[src/core/twowire_pkg.sv]
// Constants for the two-wire acknowledge, wait and clock-level control block.
package twowire_pkg;
	localparam int          ADDR_W        = 18;
	localparam int          CLK_PERIOD_NS = 4;
	localparam int          SCL_HALF_NS   = 2000;
	localparam int          SCL_HALF_CYC  = SCL_HALF_NS / CLK_PERIOD_NS;
	// Register indices; the byte address is four times the index.
	localparam logic [15:0] CTRL_IDX      = 16'hFF60;
	localparam logic [15:0] SBC_IDX       = 16'hFF61;
	localparam logic [15:0] ITC_IDX       = 16'hFF63;
	localparam logic [15:0] DATA_IDX      = 16'hFF64;
	localparam logic [15:0] SADDR_IDX     = 16'hFF65;
	localparam logic [15:0] STATUS_IDX    = 16'hFF66;
	localparam logic [17:0] CTRL_ADDR     = {CTRL_IDX, 2'h0};
	localparam logic [17:0] SBC_ADDR      = {SBC_IDX, 2'h0};
	localparam logic [17:0] ITC_ADDR      = {ITC_IDX, 2'h0};
	localparam logic [17:0] DATA_ADDR     = {DATA_IDX, 2'h0};
	localparam logic [17:0] SADDR_ADDR    = {SADDR_IDX, 2'h0};
	localparam logic [17:0] STATUS_ADDR   = {STATUS_IDX, 2'h0};
	localparam logic [7:0]  REG_RESET     = 8'h00;
	localparam int          CTRL_ENABLE   = 7;
	localparam int          CTRL_MASTER   = 0;
	localparam int          SBC_BUSY_EN   = 7;
	localparam int          SBC_ACK_DET   = 6;
	localparam int          SBC_AUTO_ACK  = 5;
	localparam int          SBC_ACK_TX    = 4;
	localparam int          ITC_CLK_LVL   = 6;
	localparam int          ITC_IRQ_SRC   = 5;
	localparam int          ITC_ADDR_MASK = 4;
	localparam int          ITC_CLK_CTRL  = 3;
	localparam int          ITC_WAIT_REL  = 2;
	localparam int          ITC_WAIT_HI   = 1;
	localparam int          ITC_WAIT_LO   = 0;
	localparam int          ST_BUSY       = 0;
	localparam int          ST_MATCH      = 1;
	localparam int          ST_WAIT       = 2;
	localparam logic [3:0]  CNT_BIT7      = 4'h7;
	localparam logic [3:0]  CNT_BYTE      = 4'h8;
	localparam logic [3:0]  CNT_ACK       = 4'h9;
	localparam logic [1:0]  RESP_OKAY     = 2'h0;
	localparam logic [1:0]  RESP_SLVERR   = 2'h2;

	typedef enum logic [1:0] {
		WAIT_NONE = 2'h0,
		WAIT_BAD  = 2'h1,
		WAIT_8    = 2'h2,
		WAIT_9    = 2'h3
	} wait_mode_e;

	typedef enum logic [1:0] {
		XF_IDLE = 2'h0,
		XF_DATA = 2'h1,
		XF_ACK  = 2'h3
	} xfer_state_e;
endpackage

[src/core/twowire_ack_wait_control.sv]
// Acknowledge, wait, clock-level and address control of a two-wire serial channel.
//
// Decided for this implementation: the AXI4-Lite register port.
`timescale 1ns/10ps
// Notes on behaviour
// - Writing ack_transmit 1 pulls data low until the next bus clock fall.
// - ack_transmit clears on transfer start or when the channel is disabled.
// - In 8- and 9-clock wait, automatic acknowledge is driven from the 8th clock fall until the 9th clock fall.
// - auto_ack_enable is never cleared by hardware.
// - ack_detected sets when acknowledge is sampled at the 9th clock rise.
// - ack_detected clears on transfer start, channel disable or reset.
// - busy_enable 0 lets data drive; 1 blocks it for reception.
// - Transfer start releases the wait and leaves busy_enable unchanged.
// - Wait field 00 interrupts at the 8th rise without a wait; 01 prohibited.
// - 8-clock wait: interrupt at the 8th rise, then hold clock low.
// - 9-clock wait: interrupt at the 9th rise, then hold clock low.
// - Writing wait_release 1 ends the wait; the bit reads back 0.
// - clock_level_ctrl 0 drives the clock low while the channel is enabled and no transfer runs.
// - clock_level_ctrl 1 lets the idle clock float high.
// - address_mask 0 compares all eight address bits, 1 compares bits 7..1.
// - interrupt_source_sel 1 adds stop detection as an interrupt source.
// - clock_pin_level shows the clock pin and reads 0 when disabled.
// - channel_enable 0 stops the channel; 1 lets it run.
module twowire_ack_wait_control
	import twowire_pkg::*;
#(
	parameter int HALF_CYC = SCL_HALF_CYC
) (
	input  wire logic              aclk,
	input  wire logic              aresetn,
	input  wire logic [ADDR_W-1:0] awaddr,
	input  wire logic              awvalid,
	output logic                   awready,
	input  wire logic [31:0]       wdata,
	input  wire logic [3:0]        wstrb,
	input  wire logic              wvalid,
	output logic                   wready,
	output logic [1:0]             bresp,
	output logic                   bvalid,
	input  wire logic              bready,
	input  wire logic [ADDR_W-1:0] araddr,
	input  wire logic              arvalid,
	output logic                   arready,
	output logic [31:0]            rdata,
	output logic [1:0]             rresp,
	output logic                   rvalid,
	input  wire logic              rready,
	input  wire logic              scl_i,
	output logic                   scl_o,
	output logic                   scl_oe,
	input  wire logic              sda_i,
	output logic                   sda_o,
	output logic                   sda_oe,
	output logic                   channel_interrupt
);

	localparam int DW = $clog2(HALF_CYC + 1);

	logic              awready_q, wready_q, bvalid_q, arready_q, rvalid_q;
	logic              aw_have_q, w_have_q, w_en_q;
	logic [ADDR_W-1:0] aw_addr_q;
	logic [7:0]        w_data_q;
	logic [1:0]        bresp_q, rresp_q;
	logic [31:0]       rdata_q;
	logic              ch_en_q, master_q;
	logic              busy_en_q, auto_ack_q, ack_tx_q, ack_det_q;
	logic              irq_src_q, addr_mask_q, clk_ctrl_q;
	wait_mode_e        wait_mode_q;
	logic [7:0]        saddr_q, shift_q;
	xfer_state_e       state_q;
	logic [3:0]        cnt_q;
	logic              in_bit_q, hi_q, wait_q, match_q, gen_q, irq_q;
	logic [DW-1:0]     div_q;
	logic [2:0]        scl_s_q, sda_s_q;
	logic              scl_lvl_q, sda_lvl_q;
	logic              scl_oe_q, sda_oe_q, scl_o_q, sda_o_q;
	logic              wr_fire, wr_ctrl, wr_sbc, wr_itc, wr_data, wr_saddr, wr_hit;
	logic              start, busy, rise, fall, rise8, rise9, fall8, fall9, stop_det;
	logic              scl_low, sda_low, clock_pin_level;
	logic [7:0]        next_byte, rd_byte;
	logic              rd_hit;

	// AXI4-Lite write path: address and data are taken in either order.
	assign wr_fire  = aw_have_q && w_have_q && !bvalid_q;
	assign wr_ctrl  = wr_fire && w_en_q && aw_addr_q == CTRL_ADDR;
	assign wr_sbc   = wr_fire && w_en_q && aw_addr_q == SBC_ADDR;
	assign wr_itc   = wr_fire && w_en_q && aw_addr_q == ITC_ADDR;
	assign wr_data  = wr_fire && w_en_q && aw_addr_q == DATA_ADDR;
	assign wr_saddr = wr_fire && w_en_q && aw_addr_q == SADDR_ADDR;
	assign wr_hit   = aw_addr_q == CTRL_ADDR || aw_addr_q == SBC_ADDR
		|| aw_addr_q == ITC_ADDR || aw_addr_q == DATA_ADDR
		|| aw_addr_q == SADDR_ADDR || aw_addr_q == STATUS_ADDR;

	always_ff @(posedge aclk) begin
		if (!aresetn) begin
			awready_q <= 1'b0;
			wready_q  <= 1'b0;
			aw_have_q <= 1'b0;
			w_have_q  <= 1'b0;
			aw_addr_q <= '0;
			w_data_q  <= REG_RESET;
			w_en_q    <= 1'b0;
			bvalid_q  <= 1'b0;
			bresp_q   <= RESP_OKAY;
		end else begin
			awready_q <= awready_q ? !awvalid : (!aw_have_q && !bvalid_q);
			wready_q  <= wready_q ? !wvalid : (!w_have_q && !bvalid_q);
			if (awvalid && awready_q) begin
				aw_addr_q <= awaddr;
				aw_have_q <= 1'b1;
			end else if (wr_fire) begin
				aw_have_q <= 1'b0;
			end
			if (wvalid && wready_q) begin
				w_data_q <= wdata[7:0];
				w_en_q   <= wstrb[0];
				w_have_q <= 1'b1;
			end else if (wr_fire) begin
				w_have_q <= 1'b0;
			end
			if (wr_fire) begin
				bvalid_q <= 1'b1;
				bresp_q  <= wr_hit ? RESP_OKAY : RESP_SLVERR;
			end else if (bready) begin
				bvalid_q <= 1'b0;
			end
		end
	end

	// Read path; reserved bits and unmapped words read zero.
	assign clock_pin_level = ch_en_q && scl_lvl_q;

	always_comb begin
		rd_hit  = 1'b1;
		rd_byte = REG_RESET;
		case (araddr)
			CTRL_ADDR:   rd_byte = {ch_en_q, 6'h00, master_q};
			SBC_ADDR:    rd_byte = {busy_en_q, ack_det_q, auto_ack_q, ack_tx_q, 4'h0};
			ITC_ADDR:    rd_byte = {1'b0, clock_pin_level, irq_src_q, addr_mask_q, clk_ctrl_q, 1'b0,
				wait_mode_q};
			DATA_ADDR:   rd_byte = shift_q;
			SADDR_ADDR:  rd_byte = saddr_q;
			STATUS_ADDR: rd_byte = {5'h00, wait_q, match_q, busy};
			default:     rd_hit  = 1'b0;
		endcase
	end

	always_ff @(posedge aclk) begin
		if (!aresetn) begin
			arready_q <= 1'b0;
			rvalid_q  <= 1'b0;
			rdata_q   <= '0;
			rresp_q   <= RESP_OKAY;
		end else begin
			arready_q <= arready_q ? !arvalid : !rvalid_q;
			if (arvalid && arready_q) begin
				rvalid_q <= 1'b1;
				rdata_q  <= {24'h000000, rd_byte};
				rresp_q  <= rd_hit ? RESP_OKAY : RESP_SLVERR;
			end else if (rready) begin
				rvalid_q <= 1'b0;
			end
		end
	end

	// Software-written configuration.
	always_ff @(posedge aclk) begin
		if (!aresetn) begin
			ch_en_q     <= 1'b0;
			master_q    <= 1'b0;
			busy_en_q   <= 1'b0;
			auto_ack_q  <= 1'b0;
			irq_src_q   <= 1'b0;
			addr_mask_q <= 1'b0;
			clk_ctrl_q  <= 1'b0;
			wait_mode_q <= WAIT_NONE;
			saddr_q     <= REG_RESET;
		end else begin
			if (wr_ctrl) begin
				ch_en_q  <= w_data_q[CTRL_ENABLE];
				master_q <= w_data_q[CTRL_MASTER];
			end
			// Only software changes these two bits; a transfer start leaves them alone.
			if (wr_sbc) begin
				busy_en_q  <= w_data_q[SBC_BUSY_EN];
				auto_ack_q <= w_data_q[SBC_AUTO_ACK];
			end
			if (wr_itc) begin
				irq_src_q   <= w_data_q[ITC_IRQ_SRC];
				addr_mask_q <= w_data_q[ITC_ADDR_MASK];
				clk_ctrl_q  <= w_data_q[ITC_CLK_CTRL];
				// The prohibited wait code is refused and the old mode kept.
				if (w_data_q[ITC_WAIT_HI:ITC_WAIT_LO] != WAIT_BAD) begin
					wait_mode_q <= wait_mode_e'(w_data_q[ITC_WAIT_HI:ITC_WAIT_LO]);
				end
			end
			if (wr_saddr) begin
				saddr_q <= w_data_q;
			end
		end
	end

	// Pin synchronisers; a level counts once the second and third stages agree.
	always_ff @(posedge aclk) begin
		if (!aresetn) begin
			scl_s_q   <= 3'h7;
			sda_s_q   <= 3'h7;
			scl_lvl_q <= 1'b1;
			sda_lvl_q <= 1'b1;
		end else begin
			scl_s_q <= {scl_s_q[1:0], scl_i};
			sda_s_q <= {sda_s_q[1:0], sda_i};
			if (scl_s_q[1] == scl_s_q[2]) begin
				scl_lvl_q <= scl_s_q[2];
			end
			if (sda_s_q[1] == sda_s_q[2]) begin
				sda_lvl_q <= sda_s_q[2];
			end
		end
	end

	assign rise     = scl_s_q[1] == scl_s_q[2] && scl_s_q[2] && !scl_lvl_q;
	assign fall     = scl_s_q[1] == scl_s_q[2] && !scl_s_q[2] && scl_lvl_q && hi_q;
	assign stop_det = sda_s_q[1] == sda_s_q[2] && sda_s_q[2] && !sda_lvl_q && scl_lvl_q;
	assign start    = wr_data && ch_en_q;
	assign busy     = state_q != XF_IDLE;
	assign rise8    = rise && state_q == XF_DATA && cnt_q == CNT_BIT7;
	assign rise9    = rise && state_q == XF_ACK && cnt_q == CNT_BYTE;
	assign fall8    = fall && state_q == XF_DATA && cnt_q == CNT_BYTE;
	assign fall9    = fall && state_q == XF_ACK && cnt_q == CNT_ACK;
	assign next_byte = {shift_q[6:0], in_bit_q};

	// Byte sequencer: bits are sampled on rising and shifted on falling clock edges; with no wait the last bit shifts at the 8th rise.
	always_ff @(posedge aclk) begin
		if (!aresetn || !ch_en_q) begin
			state_q  <= XF_IDLE;
			cnt_q    <= 4'h0;
			hi_q     <= 1'b0;
			in_bit_q <= 1'b0;
			shift_q  <= REG_RESET;
			match_q  <= 1'b0;
		end else if (start) begin
			state_q <= XF_DATA;
			cnt_q   <= 4'h0;
			hi_q    <= 1'b0;
			shift_q <= w_data_q;
			match_q <= 1'b0;
		end else begin
			if (rise) begin
				hi_q <= 1'b1;
			end else if (fall) begin
				hi_q <= 1'b0;
			end
			case (state_q)
				XF_DATA: begin
					if (rise) begin
						cnt_q    <= cnt_q + 4'h1;
						in_bit_q <= sda_lvl_q;
						// With no wait selected the byte ends at the 8th rise.
						if (rise8 && wait_mode_q == WAIT_NONE) begin
							state_q <= XF_IDLE;
							shift_q <= {shift_q[6:0], sda_lvl_q};
						end
					end else if (fall) begin
						shift_q <= next_byte;
						if (fall8) begin
							state_q <= XF_ACK;
							if (addr_mask_q) begin
								match_q <= next_byte[7:1] == saddr_q[7:1];
							end else begin
								match_q <= next_byte == saddr_q;
							end
						end
					end
				end
				XF_ACK: begin
					if (rise9) begin
						cnt_q <= CNT_ACK;
					end else if (fall9) begin
						state_q <= XF_IDLE;
					end
				end
				default: state_q <= XF_IDLE;
			endcase
		end
	end

	// Acknowledge bits: a software set wins over the falling-edge clear.
	always_ff @(posedge aclk) begin
		if (!aresetn || !ch_en_q || start) begin
			ack_tx_q  <= 1'b0;
			ack_det_q <= 1'b0;
		end else begin
			if (wr_sbc && w_data_q[SBC_ACK_TX]) begin
				ack_tx_q <= 1'b1;
			end else if (fall) begin
				ack_tx_q <= 1'b0;
			end
			if (rise9 && !sda_lvl_q) begin
				ack_det_q <= 1'b1;
			end
		end
	end

	// Wait: a hardware set in the same cycle as a release is kept.
	always_ff @(posedge aclk) begin
		if (!aresetn || !ch_en_q) begin
			wait_q <= 1'b0;
		end else if ((rise8 && wait_mode_q == WAIT_8) || (rise9 && wait_mode_q == WAIT_9)) begin
			wait_q <= 1'b1;
		end else if (start || (wr_itc && w_data_q[ITC_WAIT_REL])) begin
			wait_q <= 1'b0;
		end
	end

	always_ff @(posedge aclk) begin
		if (!aresetn || !ch_en_q) begin
			irq_q <= 1'b0;
		end else begin
			irq_q <= (rise8 && wait_mode_q != WAIT_9)
				|| (rise9 && wait_mode_q == WAIT_9)
				|| (stop_det && irq_src_q);
		end
	end

	// Master clock generator; it waits for the line to follow, so a stretched clock holds it.
	always_ff @(posedge aclk) begin
		if (!aresetn || !busy || !master_q || wait_q) begin
			gen_q <= 1'b1;
			div_q <= '0;
		end else if (scl_lvl_q == gen_q) begin
			if (div_q == DW'(HALF_CYC - 1)) begin
				div_q <= '0;
				gen_q <= !gen_q;
			end else begin
				div_q <= div_q + DW'(1);
			end
		end
	end

	always_comb begin
		if (!ch_en_q) begin
			scl_low = 1'b0;
		end else if (wait_q) begin
			scl_low = 1'b1;
		end else if (busy) begin
			scl_low = master_q && !gen_q;
		end else begin
			scl_low = !clk_ctrl_q;
		end
	end

	assign sda_low = ch_en_q && (ack_tx_q
		|| (state_q == XF_ACK && auto_ack_q)
		|| (state_q == XF_DATA && !busy_en_q && !shift_q[7]));

	always_ff @(posedge aclk) begin
		if (!aresetn) begin
			scl_oe_q <= 1'b0;
			sda_oe_q <= 1'b0;
			scl_o_q  <= 1'b0;
			sda_o_q  <= 1'b0;
		end else begin
			scl_oe_q <= scl_low;
			sda_oe_q <= sda_low;
			scl_o_q  <= 1'b0;
			sda_o_q  <= 1'b0;
		end
	end

	assign awready           = awready_q;
	assign wready            = wready_q;
	assign bvalid            = bvalid_q;
	assign bresp             = bresp_q;
	assign arready           = arready_q;
	assign rvalid            = rvalid_q;
	assign rdata             = rdata_q;
	assign rresp             = rresp_q;
	assign scl_o             = scl_o_q;
	assign scl_oe            = scl_oe_q;
	assign sda_o             = sda_o_q;
	assign sda_oe            = sda_oe_q;
	assign channel_interrupt = irq_q;
endmodule

[config.mk]
export PLATFORM = sky130hd
export DESIGN_NAME = twowire_ack_wait_control
export DESIGN_NICKNAME = d
export VERILOG_FILES = /design/src/core/twowire_pkg.sv /design/src/core/twowire_ack_wait_control.sv
export SDC_FILE = /design/constraint.sdc
export NUM_CORES = 1
export LEC_CHECK = 0
export BUFFER_PORTS_ARGS = -buffer_cell sky130_fd_sc_hd__buf_4
export CAP_MARGIN = 20
export CORE_UTILIZATION = 53
export DETAILED_ROUTE_END_ITERATION = 8
export GPL_TIMING_DRIVEN = 0
export HOLD_SLACK_MARGIN = 0.02
export PLACE_DENSITY_LB_ADDON = 0.12
export SLEW_MARGIN = 10
export SYNTH_ARGS = -nofsm -noshare
export SYNTH_HDL_FRONTEND = slang
export SYNTH_SLANG_ARGS = --single-unit
[constraint.sdc]
create_clock -name aclk -period 2.3 [get_ports aclk]
set_input_delay 0.46 -clock aclk [delete_from_list [all_inputs] [get_ports aclk]]
set_output_delay 0.46 -clock aclk [all_outputs]
set_load 0.05 [all_outputs]
==> key figures, run 1 <==
CTS
  • Maximum clock path buffer count: 2
  • Number of H-tree levels: 3
  • CTS tree: built
  • Number of gates resized after cts: 0
  • Number of buffers added by the clock tree synthesis step: 9
  • Clock insertion delay at the later pin of the skew report: roughly 370 ps
  • Clock slew at the register clock pins of the worst setup and hold paths: 100 ps
  • TritonCTS Sinks: 102
  • Root Buffer: clkbuf_8
  • Post-CTS Hold Fix Bufs: 0
  • Postcts setup bufs: 0

Layout
  • Antenna diode count: 0
  • Area overhead of the layout relative to synthesis: 21.2%
  • Leading cell type in the layout, fill and taps excluded: dfxtp_1
  • Post-Layout Cell Count: 766
  • Fill count: 757
  • Post-layout instance area: 0.00571 mm²
  • Most frequent cells in the layout: dfxtp_1 (102), buf_4 (100), nand2_1 (92)
  • Share of final-layout standard cells stronger than drive strength 1: 0.216
  • Final net count: 741
  • Finished Core Util: 0.658

GRT
  • All-Layer GR Usage: 0.229
  • Maximum number of pins on one net before global-route repair: 18
  • Wire length of the first global-routing pass: 16.4 mm
  • Initial antenna violation count: 0
  • Vias in the first global route: 3503
  • Final global-route overflow total: 0

STA
  • Slew Limit Headroom: 0.444
  • Setup slack of the critical path after layout: ~270 ps
  • Period utilisation layout: 0.884
  • RSZ-0062 raised after global routing: false
  • Final-layout worst hold slack: 269 ps
  • Clock skew after layout: 13.4 ps
  • Tmin final: 2030 ps
  • Highest attainable clock frequency: 492 MHz
  • Setup violators final: 0
  • Slew of the pin with the lowest slew margin: 831 ps
  • Number of failing hold endpoints at the final stage: 0
  • Setup TNS Final: 0 ps
  • Final count of pins violating max slew: 0

Yosys
  • Number of flip-flops and latches in the synthesized netlist: 102
  • Biggest area consumer among synthesized cells: dfxtp_1
  • Post-synthesis cell count: 545
  • Synth Area in Simple Gates: 0.226
  • EDFF count, synth: 0
  • Flip-flop cell with the highest count after synthesis: dfxtp_1
  • Xor/xnor share of the synthesized area: 0.0409
  • Share of synthesized area occupied by flip-flops and latches: 0.433
  • Top area cells in the synthesized netlist: dfxtp_1 (43%), nand2_1 (7.3%), a21oi_1 (5.9%)
  • Compound-gate portion of the synthesized area: 0.134
  • Synth warnings: 0
  • Main combinational cell family by area after synthesis: simple AND/OR/NAND/NOR gates
  • Top-area cell type share of the netlist area: 0.433
  • Share of flip-flops with an asynchronous set or reset after synthesis: 0
  • Post-synth design cell area: 0.00471 mm²
  • Distinct cells, synth: 59
  • Multiplexer share of the synthesized area: 0.0751
  • Syn Area/Cell: 8.65 µm²
  • Post-Synth Adder-Cell Area: 0.0186

Hold path
  • Hold-critical path endpoint: sda_s_q[0]
  • Worst Hold Launch: sda_i
  • Hold Path Class: primary input to register
  • Hold depth: 2

Power and ir drop
  • Switching power total: 0.912 mW
  • Peak ir drop on the vdd network: 0.403 mV
  • Net switching share of the total power: 0.258
  • Fraction of power consumed by the clock network: 0.362
  • Sequential group share of total power: 0.523
  • Int Pwr: 2.62 mW
  • Total power consumption of the routed design: 3.53 mW
  • Combinational share of power: 0.115
  • Static leakage: 2.38 nW
  • Pwr dens: 618 mW/mm²

Drt
  • Routed Antenna Nets: 0
  • Router iterations before antenna repair: 4
  • Detailed-route via count: 3967
  • Average wire per standard cell: 13.3 µm
  • Drt initial violations: between 150 and 200
  • Routed via count divided by cell count: 5.18
  • DRC viols: 0
  • Total wirelength of the detailed-routed design: between 10 and 15 mm

Floorplan
  • Effective utilization at floorplan: 0.543
  • Die extent in x: 96.3 µm
  • Core box area: 0.00868 mm²
  • Die Span Y: ~96 µm
  • Boundary Pins: 127
  • Number of rows created at floorplan: 34
  • Die area: 0.00928 mm²

Worst setup path
  • Crit path cell chain: inv_1, ha_1, nand3_1, nor3b_1, nor2_1, mux2i_1, a21oi_1
  • Endpoint of the most critical register-to-register path: shift_q[6]
  • Setup slack on the worst flop-to-flop path: 270 ps
  • Cell with the largest stage delay on the worst path: nor2_1
  • WP data required: about 2600 ps
  • Worst R2R Path Depth: 7
  • Top delay family on crit path: simple AND/OR/NAND/NOR gates
  • Worst R2R Start: scl_s_q[1]
  • Worst Setup Start Kind: register
  • Endpoint arrival time on the critical path: 2280 ps
  • Maximum cell stage delay along the critical path: 660 ps
  • Kind of end point of the critical path: register
  • Worst Path Class, Setup: register to register
  • Sum of buffers and inverters on the critical path: 1
  • Worst-path fanout max: 8

Place
  • Weighted congestion reported at the end of routability-driven placement: 0.873
  • Buffers added on ports: 70
  • Cell Count Post-Placement: between 700 and 800
  • Half-perimeter wire length after placement: between 7 and 8 mm
  • Worst setup slack before clock tree synthesis: 33.3 ps
  • Cell Area, Placed: approximately 0.0055 mm²

Flow run
  • Reported max-cap violation count: 0

Status
  • Result of the run: finished clean
==> cells by family after synthesis <==
kind of cell | Yosys count
compound gates | 108
other cells | 1
flops | 102
buf+inv | 59
simple gates | 213
xor+xnor | 22
mux | 33
fa+ha+maj | 7
==> metal layers <==
layer	vias up	global-route usage	wire length (µm)
li1	2039	-	-
met1	1805	0.289	4650
met2	105	0.391	4900
met3	18	0.0490	463
met4	0	0.0711	201
met5	-	0	0
==> Yosys cell counts (11+ instances only) <==
| library cell | n |
|---|---|
| o21ai_0 | 26 |
| clkbuf_1 | 13 |
| nand3_1 | 13 |
| nor2_1 | 42 |
| xor2_1 | 11 |
| xnor2_1 | 11 |
| buf_4 | 30 |
| mux2i_1 | 23 |
| inv_1 | 12 |
| a21oi_1 | 56 |
| dfxtp_1 | 102 |
| nand2_1 | 92 |
==> state kept, by name, summed over array words and instances (netlist names), 2 cells and up <==
register and count:
aw_addr_q 18, cnt_q 4, div_q 9, rdata 8
saddr_q 8, scl_s_q 3, sda_s_q 3, shift_q 8
state_q 2, w_data_q 8, wait_mode_q 2
==> area by class of cell <==
cell class,instances,area (µm²),area share
well taps,108,135,0.0237
multi-input cells,411,2440,0.428
flip-flops and latches,102,2040,0.357
inverters,13,48.8,0.00854
plain buffers,46,288,0.0504
clock buffers,11,141,0.0247
repair buffers,70,526,0.0920
clock inverters,5,88.8,0.0155
==> worst max-delay path by stage <==
| stage | from | endpoint | slack (ps) | depth (start not counted) |
|---|---|---|---|---|
| 2_1_floorplan | bvalid | wait_q | 450 | 5 |
| 3_3_place_gp | araddr[1] | rdata[0] | 160 | 6 |
| 3_5_place_dp | araddr[1] | rdata[4] | 30 | 6 |
| 4_1_cts | aw_addr_q[5] | in_bit_q | 100 | 6 |
| 5_1_grt | scl_s_q[2] | shift_q[1] | 100 | 7 |
| 6_report | scl_s_q[1] | shift_q[6] | 270 | 7 |
==> power by group through the flow <==
stage	logic [mW]	clock network [mW]	registers, mW
floorplan	0.259	0	1.91
global placement	0.399	0	1.89
detailed placement	0.405	0	1.89
CTS	0.405	1.31	1.85
global route	0.442	1.38	1.85
finish	0.405	1.28	1.85
No activity file was read; power rests on OpenSTA's default activity.
==> run 2, diff against run 1 <==
==> constraint.sdc (replaced) <==
create_clock -name aclk -period 1.9 [get_ports aclk]
set_input_delay 0.285 -clock aclk [delete_from_list [all_inputs] [get_ports aclk]]
set_output_delay 0.285 -clock aclk [all_outputs]
set_load 0.05 [all_outputs]
==> run 2 against run 1 <==
  * Sequential power grew 21%
  * Register-to-register slack lost 200 ps
  * Setup slack worse by 200 ps
  * Sequential share of layout area shrank 0.57 points
  * Flip-flop and latch count is the same
  * Clock power increased by 21%
  * Fmax increased by 11%
  * Highest routed layer unchanged
==> key figures, run 2 (synthesis gave the netlist of run 1 again) <==
Place
  • Half-perimeter wire length after placement: 7.87 mm
  • Cell Area, Placed: 0.00548 mm²
  • Weighted congestion reported at the end of routability-driven placement: 0.873
  • Buffers added on ports: 70
  • Worst setup slack before clock tree synthesis: -273 ps
  • Cell Count Post-Placement: 750

CTS
  • Root Buffer: clkbuf_8
  • Number of H-tree levels: 3
  • Maximum clock path buffer count: 2
  • Clock insertion delay at the later pin of the skew report: 370 ps
  • CTS tree: built
  • Post-CTS Hold Fix Bufs: 0
  • Clock slew at the register clock pins of the worst setup and hold paths: 100 ps
  • Number of buffers added by the clock tree synthesis step: 9
  • TritonCTS Sinks: 102

Layout
  • Final net count: approximately 740
  • Leading cell type in the layout, fill and taps excluded: buf_4
  • Largest register by flop count: aw_addr_q
  • Post-Layout Cell Count: around 770
  • Number of flip-flops under the largest register name: 18
  • Post-layout instance area: 0.00581 mm²
  • Antenna diode count: 0
  • Area overhead of the layout relative to synthesis: 23.2%
  • Most frequent cells in the layout: buf_4 (102), dfxtp_1 (101), nand2_1 (92)
  • Largest regs: aw_addr_q: 18 flops, div_q: 9 flops
  • Share of final-layout standard cells stronger than drive strength 1: 0.230

Hold path
  • Hold Path Class: primary input to register

Power and ir drop
  • Net switching share of the total power: 0.258
  • Total power consumption of the routed design: 4.28 mW
  • Switching power total: 1.10 mW
  • Pwr dens: 736 mW/mm²
  • Combinational share of power: 0.115
  • Sequential group share of total power: 0.523
  • Peak ir drop on the vdd network: 0.486 mV
  • Fraction of power consumed by the clock network: 0.362
  • Int Pwr: between 3 and 4 mW
  • Static leakage: 2.42 nW

Worst setup path
  • Endpoint arrival time on the critical path: about 2100 ps
  • WP data required: about 2200 ps
  • Worst Path Class, Setup: register to register
  • Worst Setup Start Kind: register
  • Worst-path fanout max: 6
  • Kind of end point of the critical path: register

STA
  • Period utilisation layout: 0.963
  • Number of failing hold endpoints at the final stage: 0
  • Highest attainable clock frequency: 546 MHz
  • Setup violators final: 0
  • Tmin final: 1830 ps
  • Final-layout worst hold slack: 95.9 ps
  • Slew Limit Headroom: 0.593
  • Clock skew after layout: 14.2 ps
  • Setup slack of the critical path after layout: 70.0 ps
  • Final count of pins violating max slew: 0
  • Slew of the pin with the lowest slew margin: 610 ps

GRT
  • Wire length of the first global-routing pass: 16.6 mm
  • Maximum number of pins on one net before global-route repair: 18
  • Initial antenna violation count: 0
  • Final global-route overflow total: 0
  • Vias in the first global route: 3532
  • All-Layer GR Usage: 0.231

Floorplan
  • Die area: about 0.009 mm²
  • Boundary Pins: 127
  • Effective utilization at floorplan: 0.543
  • Number of rows created at floorplan: 34
  • Core box area: 0.00868 mm²
  • Die Span Y: 96.3 µm
  • Die extent in x: 96.3 µm

Drt
  • Highest metal used: met4
  • Routed Antenna Nets: 0
  • Average wire per standard cell: between 10 and 15 µm
  • Drt initial violations: 155
  • Routed met1 length: roughly 4.6 mm
  • Detailed-route via count: 3993
  • Routed via count divided by cell count: 5.19
  • DRC viols: 0
  • Met2 routed wirelength: 4.99 mm
  • Router iterations before antenna repair: 4
  • Total wirelength of the detailed-routed design: 10.3 mm
  • Met3 wire length: 536 µm

Flow run
  • Reported max-cap violation count: 0

Status
  • Result of the run: finished clean
-- run 2: layer usage --
metal  vias to the layer above  GRT usage
li1                       2043          -
met5                         -          0
met4                         0     0.0711
met2                       108      0.397
met3                        13     0.0490
met1                      1829      0.290
-- run 2: cell type report --
| class | instances | area (µm²) |
|---|---|---|
| multi-input combinational | 411 | 2500 |
| fill | 746 | 2870 |
| clock buffer | 11 | 141 |
| inverter | 13 | 48.8 |
| tap | 108 | 135 |
| sequential | 102 | 2040 |
| timing repair buffer | 73 | 561 |
| buffer | 46 | 288 |
| clock inverter | 5 | 88.8 |
-- run 2: timing repair --
action | CTS | global route
pin swaps | 1 | 4
resized for setup | 4 | 9
setup buffers | 2 | 1
endpoints found under the setup margin | 14 | 39
-- run 2: metrics by stage --
step	utilization	TNS, ps
3_5_place_dp	0.631	-3420
3_3_place_gp	0.631	-2050
6_report	0.669	0
5_1_grt	0.669	-12.4
2_1_floorplan	-	0
4_1_cts	0.663	0
-- run 2: power groups by stage --
stage / sequential, mW / combinational [mW] / clock, mW
5_1_grt: 2.25 / 0.536 / 1.67
6_report: 2.24 / 0.491 / 1.55
3_3_place_gp: 2.28 / 0.483 / 0
2_1_floorplan: 2.31 / 0.313 / 0
4_1_cts: 2.24 / 0.491 / 1.58
3_5_place_dp: 2.28 / 0.490 / 0
-- run 2: final timing paths --
check / startpoint / slack (ps) / to / cells past startpoint
worst max-delay path: ch_en_q / 70 / wait_q / 5
worst min-delay path: sda_i / 100 / sda_s_q[0] / 2
worst max register to register: ch_en_q / 70 / wait_q / 5
worst min register to register: scl_s_q[0] / 410 / scl_s_q[1] / 1
-- run 2: critical path, stage by stage, from the launching register on --
cell	delay [ps]
dfxtp_1	470
and3b_1	280
or3b_2	510
o21ai_4	220
a21oi_2	40
a32o_1	200
